**config.mk**
```make
export PLATFORM = sky130hd
export DESIGN_NAME = ath_top
export DESIGN_NICKNAME = d
export VERILOG_FILES = /design/src/ath_pkg.sv /design/src/ath_top.sv
export VERILOG_INCLUDE_DIRS = /design/src /design/src/src
export SDC_FILE = /design/constraint.sdc
export NUM_CORES = 1
export LEC_CHECK = 0
export BUFFER_PORTS_ARGS = -buffer_cell sky130_fd_sc_hd__buf_2
export CAP_MARGIN = 0
export CORE_MARGIN = 5
export CORE_UTILIZATION = 52
export DETAILED_ROUTE_END_ITERATION = 10
export GPL_ROUTABILITY_DRIVEN = 1
export PLACE_DENSITY = 0.7
export SLEW_MARGIN = 10
export SYNTH_ARGS = -nofsm -noshare
export SYNTH_HDL_FRONTEND = slang
export SYNTH_SLANG_ARGS = --single-unit
export TNS_END_PERCENT = 1
```
**constraint.sdc**
```tcl
create_clock -name clk_sys_in -period 7.85 [get_ports clk_sys_in]
set_input_delay 0.3925 -clock clk_sys_in [delete_from_list [all_inputs] [get_ports clk_sys_in]]
set_output_delay 0.3925 -clock clk_sys_in [all_outputs]
set_load 0.05 [all_outputs]
```
**src/ath_defines.svh**
```systemverilog
// Constants for the transfer-control block: offsets, fields, reset values
`ifndef ATH_DEFINES_SVH
`define ATH_DEFINES_SVH
// ****************************************
// Microcontroller register offsets
// ****************************************
`define ATH_ADDR_XCTL     16'hFF8B
`define ATH_ADDR_DRVSEL   16'hFF8C
`define ATH_ADDR_IREASON  16'hFF8D
`define ATH_ADDR_ERROR    16'hFF8E
`define ATH_ADDR_CMD      16'hFF8F
`define ATH_ADDR_STATUS   16'hFF87
`define ATH_ADDR_INTERFACE_STATUS   16'hFF92
`define ATH_ADDR_MAILBOX  16'hFF80
// ****************************************
// Host task-file selects
// ****************************************
`define ATH_HA_DATA       3'h0
`define ATH_HA_ERROR      3'h1
`define ATH_HA_IREASON    3'h2
`define ATH_HA_DRVSEL     3'h6
`define ATH_HA_CMD        3'h7
// ****************************************
// Fields and reset values
// ****************************************
`define ATH_XCTL_RST      8'h08
`define ATH_XCTL_MASK     8'h7F
`define ATH_DRVSEL_BIT    4
`define ATH_DRVSEL_ONES   8'hE0
`define ATH_IREASON_MASK  8'h07
`define ATH_ERROR_MASK    8'hFE
`define ATH_INTERFACE_STATUS_CMDI   7
`define ATH_STATUS_BSY    7
`define ATH_INTERFACE_STATUS_MBRDY  1
`define ATH_CMD_DIAG      8'h90
`define ATH_PKT_BYTES     4'hC
`define ATH_FIFO_DEPTH    32
`define ATH_FIFO_WIDTH    8
`endif

```
**src/ath_pkg.sv**
```systemverilog
// Types shared by the transfer-control block
package ath_pkg;
  typedef struct packed {
    logic       rsvd;
    logic       multi;
    logic       dma;
    logic       ultra;
    logic       own_drv;
    logic [2:0] route;
  } ath_xctl_t;

  typedef enum logic [2:0] {
    ATH_RT_TO_HOST  = 3'h0,
    ATH_RT_TO_MEM   = 3'h1,
    ATH_RT_PKT_IN   = 3'h4,
    ATH_RT_PKT_OUT  = 3'h5
  } ath_route_t;

  typedef struct packed {
    logic       wr;
    logic       rd;
    logic [2:0] addr;
    logic [7:0] wdata;
  } ath_host_req_t;
endpackage

```
**src/ath_top.sv**
```systemverilog
// Transfer control, drive selection and command handling of the host port

`include "ath_defines.svh"

// ****************************************
// Mailbox FIFO
// ****************************************
module ath_fifo #(
  parameter int WIDTH = `ATH_FIFO_WIDTH,
  parameter int DEPTH = `ATH_FIFO_DEPTH
) (
  // Clock and reset
  input  wire logic             clk_sys_in,
  input  wire logic             rst_in,
  // Filling side
  input  wire logic             in_valid_in,
  output logic                  in_ready_out,
  input  wire logic [WIDTH-1:0] in_data_in,
  // Draining side
  output logic                  out_valid_out,
  input  wire logic             out_ready_in,
  output logic      [WIDTH-1:0] out_data_out
);
  localparam int AW = $clog2(DEPTH);

  logic [WIDTH-1:0] mem_ff [DEPTH];
  logic [AW-1:0]    wr_ptr_ff;
  logic [AW-1:0]    rd_ptr_ff;
  logic [AW:0]      count_ff;
  logic             push;
  logic             pop;

  assign in_ready_out  = (count_ff != (AW+1)'(DEPTH));
  assign out_valid_out = (count_ff != '0);
  assign out_data_out  = mem_ff[rd_ptr_ff];
  assign push          = in_valid_in && in_ready_out;
  assign pop           = out_valid_out && out_ready_in;

  always_ff @(posedge clk_sys_in) begin
    if (push) begin
      mem_ff[wr_ptr_ff] <= in_data_in;
    end
  end

  always_ff @(posedge clk_sys_in or posedge rst_in) begin
    if (rst_in) begin
      wr_ptr_ff <= '0;
      rd_ptr_ff <= '0;
      count_ff  <= '0;
    end else begin
      wr_ptr_ff <= push ? AW'(wr_ptr_ff + 1'b1) : wr_ptr_ff;
      rd_ptr_ff <= pop ? AW'(rd_ptr_ff + 1'b1) : rd_ptr_ff;
      count_ff  <= (AW+1)'(count_ff + {{AW{1'b0}}, push} - {{AW{1'b0}}, pop});
    end
  end
endmodule

// ****************************************
// Top of the transfer-control block
// ****************************************
module ath_top (
  // Clock and reset
  input  wire logic              clk_sys_in,
  input  wire logic              rst_in,
  // Microcontroller register port
  input  wire logic [15:0]       uc_addr_in,
  input  wire logic              uc_wr_in,
  input  wire logic              uc_rd_in,
  input  wire logic [7:0]        uc_wdata_in,
  output logic      [7:0]        uc_rdata_out,
  output logic                   cmd_irq_out,
  // Host task-file port
  input  wire ath_pkg::ath_host_req_t host_req_in,
  input  wire logic              host_irq_req_in,
  output logic      [7:0]        host_rdata_out,
  output logic                   host_irq_out,
  output logic                   host_irq_oe_out,
  output logic                   host_drq_out,
  // Transfer configuration
  output logic                   bsy_out,
  output logic                   selected_out,
  output logic                   path_dma_out,
  output logic                   dma_multi_out,
  output logic                   ultra_dma_out,
  output logic      [2:0]        route_out,
  output logic                   mbox_ready_out
);
  import ath_pkg::*;

  ath_xctl_t  xctl_ff;
  logic [7:0] drvsel_ff;
  logic [7:0] ireason_ff;
  logic [7:0] error_ff;
  logic [7:0] host_cmd_ff;
  logic       cmd_irq_ff;
  logic       bsy_ff;
  logic [3:0] pkt_cnt_ff;
  logic       init_seen_ff;

  // ****************************************
  // Address decode
  // ****************************************
  wire uc_wr_xctl    = uc_wr_in && (uc_addr_in == `ATH_ADDR_XCTL);
  wire uc_wr_drvsel  = uc_wr_in && (uc_addr_in == `ATH_ADDR_DRVSEL);
  wire uc_wr_ireason = uc_wr_in && (uc_addr_in == `ATH_ADDR_IREASON);
  wire uc_wr_error   = uc_wr_in && (uc_addr_in == `ATH_ADDR_ERROR);
  wire uc_wr_status  = uc_wr_in && (uc_addr_in == `ATH_ADDR_STATUS);
  wire uc_wr_interface_status  = uc_wr_in && (uc_addr_in == `ATH_ADDR_INTERFACE_STATUS);
  wire uc_wr_mbox    = uc_wr_in && (uc_addr_in == `ATH_ADDR_MAILBOX);
  wire uc_rd_cmd     = uc_rd_in && (uc_addr_in == `ATH_ADDR_CMD);
  wire uc_rd_mbox    = uc_rd_in && (uc_addr_in == `ATH_ADDR_MAILBOX);

  wire h_wr_drvsel  = host_req_in.wr && (host_req_in.addr == `ATH_HA_DRVSEL);
  wire h_wr_ireason = host_req_in.wr && (host_req_in.addr == `ATH_HA_IREASON);
  wire h_wr_cmd     = host_req_in.wr && (host_req_in.addr == `ATH_HA_CMD);
  wire h_wr_data    = host_req_in.wr && (host_req_in.addr == `ATH_HA_DATA);
  wire h_rd_data    = host_req_in.rd && (host_req_in.addr == `ATH_HA_DATA);

  // Selection follows both registers combinationally, so a drive number
  // change by either party takes effect on the very next command
  wire selected_w = (drvsel_ff[`ATH_DRVSEL_BIT] == xctl_ff.own_drv);

  // The diagnostic code reaches both drives of the cable
  wire cmd_event = h_wr_cmd &&
                   (selected_w || (host_req_in.wdata == `ATH_CMD_DIAG));
  wire cmd_clear = uc_rd_cmd ||
                   (uc_wr_interface_status && uc_wdata_in[`ATH_INTERFACE_STATUS_CMDI]);

  // ****************************************
  // Twelve-byte packet routes through the FIFO
  // ****************************************
  // Unlisted route codes fall through both tests and move nothing
  wire route_in  = (xctl_ff.route == ATH_RT_PKT_IN);
  wire route_out_w = (xctl_ff.route == ATH_RT_PKT_OUT);
  wire pkt_open  = (pkt_cnt_ff < `ATH_PKT_BYTES);

  logic       f_in_valid;
  logic       f_in_ready;
  logic [7:0] f_in_data;
  logic       f_out_valid;
  logic       f_out_ready;
  logic [7:0] f_out_data;

  assign f_in_valid  = route_in ? (h_wr_data && pkt_open) : (route_out_w && uc_wr_mbox);
  assign f_in_data   = route_in ? host_req_in.wdata : uc_wdata_in;
  assign f_out_ready = route_in ? uc_rd_mbox : (route_out_w && h_rd_data && pkt_open);

  // Host-side byte counts stop at twelve; a transfer-control write clears the byte counter
  wire host_beat = route_in ? (f_in_valid && f_in_ready) : (f_out_ready && f_out_valid);

  ath_fifo #(
    .WIDTH (`ATH_FIFO_WIDTH),
    .DEPTH (`ATH_FIFO_DEPTH)
  ) u_mbox (
    .clk_sys_in    (clk_sys_in),
    .rst_in        (rst_in),
    .in_valid_in   (f_in_valid),
    .in_ready_out  (f_in_ready),
    .in_data_in    (f_in_data),
    .out_valid_out (f_out_valid),
    .out_ready_in  (f_out_ready),
    .out_data_out  (f_out_data)
  );

  // ****************************************
  // Register read selection
  // ****************************************
  wire [7:0] uc_rd_mux =
    (uc_addr_in == `ATH_ADDR_XCTL)    ? xctl_ff :
    (uc_addr_in == `ATH_ADDR_DRVSEL)  ? (drvsel_ff | `ATH_DRVSEL_ONES) :
    (uc_addr_in == `ATH_ADDR_IREASON) ? ireason_ff :
    (uc_addr_in == `ATH_ADDR_ERROR)   ? error_ff :
    (uc_addr_in == `ATH_ADDR_CMD)     ? host_cmd_ff :
    (uc_addr_in == `ATH_ADDR_STATUS)  ? {bsy_ff, 7'h00} :
    (uc_addr_in == `ATH_ADDR_INTERFACE_STATUS)  ? {cmd_irq_ff, 5'h00, f_in_ready, 1'b0} :
    (uc_addr_in == `ATH_ADDR_MAILBOX) ? f_out_data : 8'h00;

  // Command register has no host read path, so that select returns the busy status
  wire [7:0] h_rd_mux =
    (host_req_in.addr == `ATH_HA_DATA)    ? f_out_data :
    (host_req_in.addr == `ATH_HA_ERROR)   ? error_ff :
    (host_req_in.addr == `ATH_HA_IREASON) ? ireason_ff :
    (host_req_in.addr == `ATH_HA_DRVSEL)  ? (drvsel_ff | `ATH_DRVSEL_ONES) :
    (host_req_in.addr == `ATH_HA_CMD)     ? {bsy_ff, 7'h00} : 8'h00;

  // ****************************************
  // Register state
  // ****************************************
  always_ff @(posedge clk_sys_in or posedge rst_in) begin
    if (rst_in) begin
      xctl_ff      <= `ATH_XCTL_RST;
      init_seen_ff <= 1'b0;
    end else if (uc_wr_xctl) begin
      xctl_ff      <= uc_wdata_in & `ATH_XCTL_MASK;
      init_seen_ff <= 1'b1;
    end
  end

  // Host write wins a collision: it is the party that owns selection
  always_ff @(posedge clk_sys_in or posedge rst_in) begin
    if (rst_in) begin
      drvsel_ff <= 8'h00;
    end else if (h_wr_drvsel) begin
      drvsel_ff <= host_req_in.wdata & ~`ATH_DRVSEL_ONES;
    end else if (uc_wr_drvsel) begin
      drvsel_ff <= uc_wdata_in & ~`ATH_DRVSEL_ONES;
    end
  end

  always_ff @(posedge clk_sys_in or posedge rst_in) begin
    if (rst_in) begin
      ireason_ff <= 8'h00;
      error_ff   <= 8'h00;
    end else begin
      if (uc_wr_ireason) begin
        ireason_ff <= uc_wdata_in & `ATH_IREASON_MASK;
      end else if (h_wr_ireason) begin
        ireason_ff <= host_req_in.wdata & `ATH_IREASON_MASK;
      end
      if (uc_wr_error) begin
        error_ff <= uc_wdata_in & `ATH_ERROR_MASK;
      end
    end
  end

  // Set beats clear so a command landing on the clear cycle is kept
  always_ff @(posedge clk_sys_in or posedge rst_in) begin
    if (rst_in) begin
      host_cmd_ff <= 8'h00;
      cmd_irq_ff  <= 1'b0;
      bsy_ff      <= 1'b1;
    end else begin
      host_cmd_ff <= h_wr_cmd ? host_req_in.wdata : host_cmd_ff;
      cmd_irq_ff  <= cmd_event || (cmd_irq_ff && !cmd_clear);
      bsy_ff      <= cmd_event ? 1'b1 :
                     uc_wr_status ? uc_wdata_in[`ATH_STATUS_BSY] : bsy_ff;
    end
  end

  always_ff @(posedge clk_sys_in or posedge rst_in) begin
    if (rst_in) begin
      pkt_cnt_ff <= 4'h0;
    end else if (uc_wr_xctl) begin
      pkt_cnt_ff <= 4'h0;
    end else if (host_beat) begin
      pkt_cnt_ff <= 4'(pkt_cnt_ff + 1'b1);
    end
  end

  // ****************************************
  // Registered outputs
  // ****************************************
  always_ff @(posedge clk_sys_in or posedge rst_in) begin
    if (rst_in) begin
      uc_rdata_out    <= 8'h00;
      host_rdata_out  <= 8'h00;
      host_irq_out    <= 1'b0;
      host_irq_oe_out <= 1'b0;
      host_drq_out    <= 1'b0;
      selected_out    <= 1'b0;
      path_dma_out    <= 1'b0;
      dma_multi_out   <= 1'b0;
      ultra_dma_out   <= 1'b0;
      route_out       <= 3'h0;
      mbox_ready_out  <= 1'b0;
    end else begin
      uc_rdata_out    <= uc_rd_in ? uc_rd_mux : uc_rdata_out;
      host_rdata_out  <= host_req_in.rd ? h_rd_mux : host_rdata_out;
      host_irq_out    <= host_irq_req_in && selected_w;
      host_irq_oe_out <= selected_w;
      host_drq_out    <= pkt_open && (route_in ? f_in_ready : (route_out_w && f_out_valid));
      selected_out    <= selected_w;
      path_dma_out    <= xctl_ff.dma;
      dma_multi_out   <= xctl_ff.multi;
      ultra_dma_out   <= xctl_ff.ultra;
      route_out       <= xctl_ff.route;
      mbox_ready_out  <= f_in_ready;
    end
  end

  assign cmd_irq_out = cmd_irq_ff;
  assign bsy_out     = bsy_ff;
endmodule

```
# After elaboration in Yosys (flattened, before gate mapping)
# Memory sizes are Yosys's and may differ from the RTL's.
# Index checks and enable logic that the tools add are counted.
# word_totals
latch_bits,0
romBits,0
reg_bits,83
mem_bits_rw,256
out_inout_bits,29
elab_cells,113
memories,1
# op_classes
n_eq_ne,17
multipliers,0
add_sub_neg,5
shift,0
bitwise,0
n_div,0
order_cmp,1
n_mux,28
n_reduce_logical,36
# memory_table
name,words,width,read_ports,rd_ports_with_merged_regs,write_ports,line,text
u_mbox.mem_ff,32,8,1,0,1,ath_top.sv:26,logic [WIDTH-1:0] mem_ff [DEPTH];
# op_table
op,n
$eq 16x16->1 const B,8
$mux 8,16
$logic_and 1x1->1,26
$eq 3x3->1 const B,4
$add 5x1->5 const B,2
$mux 5,2
$eq 8x8->1 const B,1
$mux 1,8
$mux 4,2
$reduce_bool 2->1,4
$add 6x1->6,1
$ne 6x6->1 const B,1
$reduce_bool 6->1,1
$sub 6x1->6,1
$add 4x1->4 const B,1
$lt 4x4->1 const B,1
$eq 3x1->1 const B,1
$eq 3x2->1 const B,1
$logic_not 3->1,1
$logic_or 1x1->1,3
$eq 1x1->1,1
$logic_not 1->1,1

# Longest topological paths before layout
# depth
depth_word,9
depth_mapped,15

# Hierarchy
# Synthesis repeated with hierarchy kept, for this count alone.
# hier_totals
hier_cells,886
hier_area_um2,14216.1
# by_module_without_submodules
module,area_per_inst_um2,n_inst,seq_area_each_um2,cells_per_inst
ath_fifo,10826.6,1,8087.8,556
ath_top,3389.5,1,1554.0,330

# Worst setup path before layout
# OpenSTA, ideal clock, no wires.
# synth_timing
path_type,input to register
startpoint,input uc_addr_in[6]
endpoint,register u_mbox.count_ff[4]
arrival_time_ns,2.900
path_stages,14
setup_ns,0.122
required_ns,7.728
path_buffers,0
setup_slack_ns,4.827
cell_sequence,or3b_4 -> nor4_4 -> nand3_1 -> o21ai_2 -> ha_1 -> inv_1 -> ha_1 -> inv_1 -> fa_1 -> inv_1 -> a21oi_1 -> nor2_1 -> nor2_1 -> xnor2_1
# synth_rtl
item,line,text
from (decl),ath_top.sv:66,"input wire logic [15:0] uc_addr_in,"
$eq 16x16->1 (no line),--,
$logic_and 1x1->1,ath_top.sv:111,wire uc_rd_mbox = uc_rd_in && (uc_addr_in == `ATH_ADDR_MAILBOX);
$mux 1,ath_top.sv:146,assign f_out_ready = route_in ? uc_rd_mbox : (route_out_w && h_rd_data && pkt_open);
$logic_and 1x1->1,ath_top.sv:37,assign pop = out_valid_out && out_ready_in;
via u_mbox.pop,ath_top.sv:31,logic pop;
$sub 6x1->6,ath_top.sv:53,"count_ff <= (AW+1)'(count_ff + {{AW{1'b0}}, push} - {{AW{1'b0}}, pop});"
to (signal assigned),ath_top.sv:53,
to (decl),ath_top.sv:29,logic [AW:0] count_ff;
# The timed path passes the listed nets, and every way through them passes these cells.
# A chain may end at the register's enable or synchronous reset.

# Worst setup path after layout
# layout_timing
startpoint,register u_mbox.rd_ptr_ff[1]
endpoint,register uc_rdata_out[6]
# layout_via
elab_chain_cells,9
# layout_lines
item,line,text
from (decl),ath_top.sv:28,logic [AW-1:0] rd_ptr_ff;
from (signal assigned),ath_top.sv:52,rd_ptr_ff <= pop ? AW'(rd_ptr_ff + 1'b1) : rd_ptr_ff;
$mem_v2 32x8,--,
$mux 8,ath_top.sv:176,(uc_addr_in == `ATH_ADDR_MAILBOX) ? f_out_data : 8'h00;
$mux 8,ath_top.sv:175,"(uc_addr_in == `ATH_ADDR_INTERFACE_STATUS) ? {cmd_irq_ff, 5'h00, f_in_ready, 1'b0} :"
$mux 8,ath_top.sv:174,"(uc_addr_in == `ATH_ADDR_STATUS) ? {bsy_ff, 7'h00} :"
$mux 8,ath_top.sv:173,(uc_addr_in == `ATH_ADDR_CMD) ? host_cmd_ff :
$mux 8,ath_top.sv:172,(uc_addr_in == `ATH_ADDR_ERROR) ? error_ff :
$mux 8,ath_top.sv:171,(uc_addr_in == `ATH_ADDR_IREASON) ? ireason_ff :
$mux 8,ath_top.sv:170,(uc_addr_in == `ATH_ADDR_DRVSEL) ? (drvsel_ff | `ATH_DRVSEL_ONES) :
$mux 8,ath_top.sv:169,(uc_addr_in == `ATH_ADDR_XCTL) ? xctl_ff :
to (signal assigned),ath_top.sv:267,uc_rdata_out <= uc_rd_in ? uc_rd_mux : uc_rdata_out;
to (decl),ath_top.sv:70,"output logic [7:0] uc_rdata_out,"
# Every way passes these cells.

==> run_results.csv <==
group,metric,value,unit
final_layout,diodes,0,
sta,rsz0062_at_grt,"false",
yosys,avgSynthCellArea,15.6,sq um
die,row_count,60,
sta,hold_viol,0,
critical_path,crit_path_end_kind,"flip-flop",
outcome,status,"finished clean",
sta,fin_crit,3.30,ns
place,hpwl,20800,um
grt,grt_usage,21.0,%
sta,setup_viol,0,
yosys,synth_edf_count,256,
sta,skew,0.0187,ns
critical_path,arrival,3.69,ns
pwr,peakVddDrop,0.000180,V
clock_network,ctsResizeCount,0,
final_layout,final_nets,1025,
yosys,synth_top_area_share,54.7,%
critical_path,cp_top_family,"compound AO/OA/AOI/OAI gates",
yosys,yosysWarnings,0,
clock_network,clk_latency,0.52,ns
clock_network,htreeDepth,2,
place,placed_cell_area,14700,sq um
critical_path,critical_path_buf_inv_count,1,
sta,fmax,303,MHz
route,dr.pass1.iters,5,
route,ant_nets,0,
route,drcViolationCount,0,
die,die_h,174,um
clock_network,ctsRootBufferMaster,"clkbuf_16",
sta,slew_headroom,28.6,%
yosys,yosysSeqAreaShare,68.6,%
die,dieArea,30400,sq um
die,dieWidth,174,um
yosys,synth_top_family_by_area,"multiplexers",
final_layout,final_cell_area,15800,sq um
grt,grt_pass1_vias,8146,
place,finalWeightedCongestion,0.935,
clock_network,cts_num_sinks,334,
run,maxCapViolCount,0,
yosys,synth_compound_area_share,6.61,%
yosys,syn-instance-count,898,
yosys,synth_area_leaders,"edfxtp_1 (55%), dfrtp_1 (14%), mux4_2 (7.2%)",
critical_path,critPathMaxFanout,44,
route,vias_per_cell,6.16,
sta,finalCritPeriodShare,42.1,%
final_layout,areaGrowthSynthToFinish,12.6,%
place,dp_cells,1271,
final_layout,instances_no_fill,1334,
pwr,leakage,5.52,nW
grt,grt_overflow_total,0,
grt,grt_max_degree,79,
route,routedWlPerCell,23.9,um
die,io_pins,71,
sta,maxSlewViolCount,0,
yosys,syn_nets,956,
route,routed_wl,31900,um
critical_path,crit_slowest_cell,"dfrtp_4",
die,initial_core_util,52.4,%
yosys,synth_most_common_cell,"edfxtp_1",
grt,grt_pass1_wl,49400,um
route,drt-initial-drc-count,819,
yosys,ys_ff_latch,334,
worst_hold_path,hold_class,"in -> reg",
die,core_area,26800,sq um
yosys,yosysUniqueCellTypes,66,
grt,antenna_found_initial,0,
final_layout,drive_above_1_share,21.7,%
sta,tns,0,ns
yosys,synthXorXnorAreaFrac,0.935,%
route,vias,8211,
yosys,synth_adder_area_share,1.48,%
sta,whs,0.0852,ns
critical_path,cp.required,8.24,ns
clock_network,cts_inserted_buffers,35,
clock_network,cts_setup_buffers,0,
yosys,synthSimpleGateAreaFrac,7.14,%
yosys,netlist_area,14000,sq um
critical_path,worst_setup_path_start_kind,"flip-flop",
yosys,synth_ff_type,"edfxtp_1",
critical_path,cp_slowest_stage_delay,0.89,ns
critical_path,rrSetupSlack,4.55,ns
clock_network,clockBufferDepth,3,
critical_path,crit_chain,"buf_4 -> mux4_2 -> a22o_1 -> a211oi_1 -> a211o_1 -> nand3_1",
yosys,yosysTopAreaCell,"edfxtp_1",
place,port-buffer-count,70,
yosys,synth-async-reset-ratio,23.4,%
sta,tightest_slew,1.07,ns
pwr,p_total,3.80,mW
critical_path,worst-setup-path-type,"reg -> reg",
clock_network,clk_pin_slew,0.06,ns
yosys,synthTopCellsByCount,"edfxtp_1 (256), dfrtp_1 (76), nor2_1 (71), mux2i_1 (56), nand2_1 (55)",
pwr,p_per_area,240,nW/um^2
clock_network,cts_hold_buf,0,
yosys,synth.area.mux_share,13.3,%
clock_network,cts_tree,"built",
-- worst register-to-register path, stage by stage, from the launching register on --
cell      delay (ns)
dfrtp_4         0.89
buf_4           0.70
mux4_2          0.49
a22o_1          0.26
a211oi_1        0.55
a211o_1         0.22
nand3_1         0.08
-- state kept, by name (all words and copies together) (netlist names), 4 cells and up --
register	flops
u_mbox.rd_ptr_ff	5
host_cmd_ff	8
u_mbox.wr_ptr_ff	5
drvsel_ff	5
uc_rdata_out	8
u_mbox.count_ff	6
error_ff	7
host_rdata_out	8
pkt_cnt_ff	4
u_mbox.mem_ff	256
xctl_ff	7
-- routing by layer --
layer / track usage [%] / vias up / share of wire, %
li1: - / 3641 / -
met1: 31.0 / 4171 / 44
met2: 32.8 / 338 / 47
met3: 3.39 / 61 / 7.3
met4: 6.10 / 0 / 2.4
met5: 0 / - / 0
-- layout make-up --
class                           instances  area (sq um)
Fill cell                            2023         11000
Sequential cell                       334          9650
Multi-Input combinational cell        498          4140
Clock buffer                           46           927
Tap cell                              341           427
Timing Repair Buffer                   77           403
Clock inverter                         17           198
Inverter                               21          80.1
-- cells by family (layout without fill, tap and decap cells) --
kind of cell,Yosys count,after routing
adders and majority gates,16,16
muxes,127,127
AOI/OAI and AO/OA,134,134
DFF,334,334
and+or+nand+nor,206,206
buffers and inverters,66,161
xor gates and xnor gates,15,15
-- per-stage QoR --
stage,util (%),setup WS (ns)
after floorplan,-,4.83
after global placement,54.8,4.28
after detailed placement,54.8,4.19
after CTS,59.0,4.57
after global routing,59.0,4.32
final,59.0,4.55
-- power by group --
part	internal (mW)	switching [mW]
sequential	1.94	0.0262
clock	0.969	0.653
combinational	0.0704	0.139
total	2.98	0.819
-- path summary, 6_finish.rpt --
kind                                            startpoint                               to  cells past startpoint
min reg2reg                         xctl_ff[4]$_DFFE_PP0P_          ultra_dma_out$_DFF_PP0_                      0
min                                        host_irq_req_in           host_irq_out$_DFF_PP0_                      2
max reg2reg                u_mbox.rd_ptr_ff[1]$_DFFE_PP0P_      uc_rdata_out[6]$_DFFE_PP0P_                      6
max in group asynchronous                           rst_in  u_mbox.rd_ptr_ff[1]$_DFFE_PP0P_                      3
min in group asynchronous                           rst_in           route_out[2]$_DFF_PP0_                      3
max                        u_mbox.rd_ptr_ff[1]$_DFFE_PP0P_      uc_rdata_out[6]$_DFFE_PP0P_                      6
-- layout by cell type (no fill, tap or decap), types with 5 or more instances in the layout --
master | Yosys | final
edfxtp_1 | 256 | 256
dfrtp_1 | 76 | 74
nor2_1 | 71 | 71
buf_2 | 12 | 70
mux2i_1 | 56 | 56
nand2_1 | 55 | 55
mux4_2 | 45 | 45
clkbuf_16 | 0 | 35
mux2_2 | 26 | 26
o21ai_0 | 21 | 21
a21oi_1 | 20 | 20
inv_1 | 20 | 19
nand3_1 | 17 | 17
ha_1 | 15 | 15
a22oi_1 | 12 | 12
xnor2_1 | 11 | 11
a211oi_1 | 11 | 11
o22ai_1 | 11 | 11
clkbuf_1 | 25 | 10
nand4_1 | 9 | 9
a31oi_1 | 9 | 9
o221ai_1 | 8 | 8
a22o_1 | 7 | 7
buf_4 | 2 | 7
nand2b_1 | 6 | 6
nor2b_1 | 6 | 6
o211ai_1 | 6 | 6
nor3_1 | 5 | 5
clkinv_1 | 1 | 5
a211o_1 | 5 | 5
clkinv_2 | 0 | 5
Note: power is estimated with default switching activity, not from simulation.
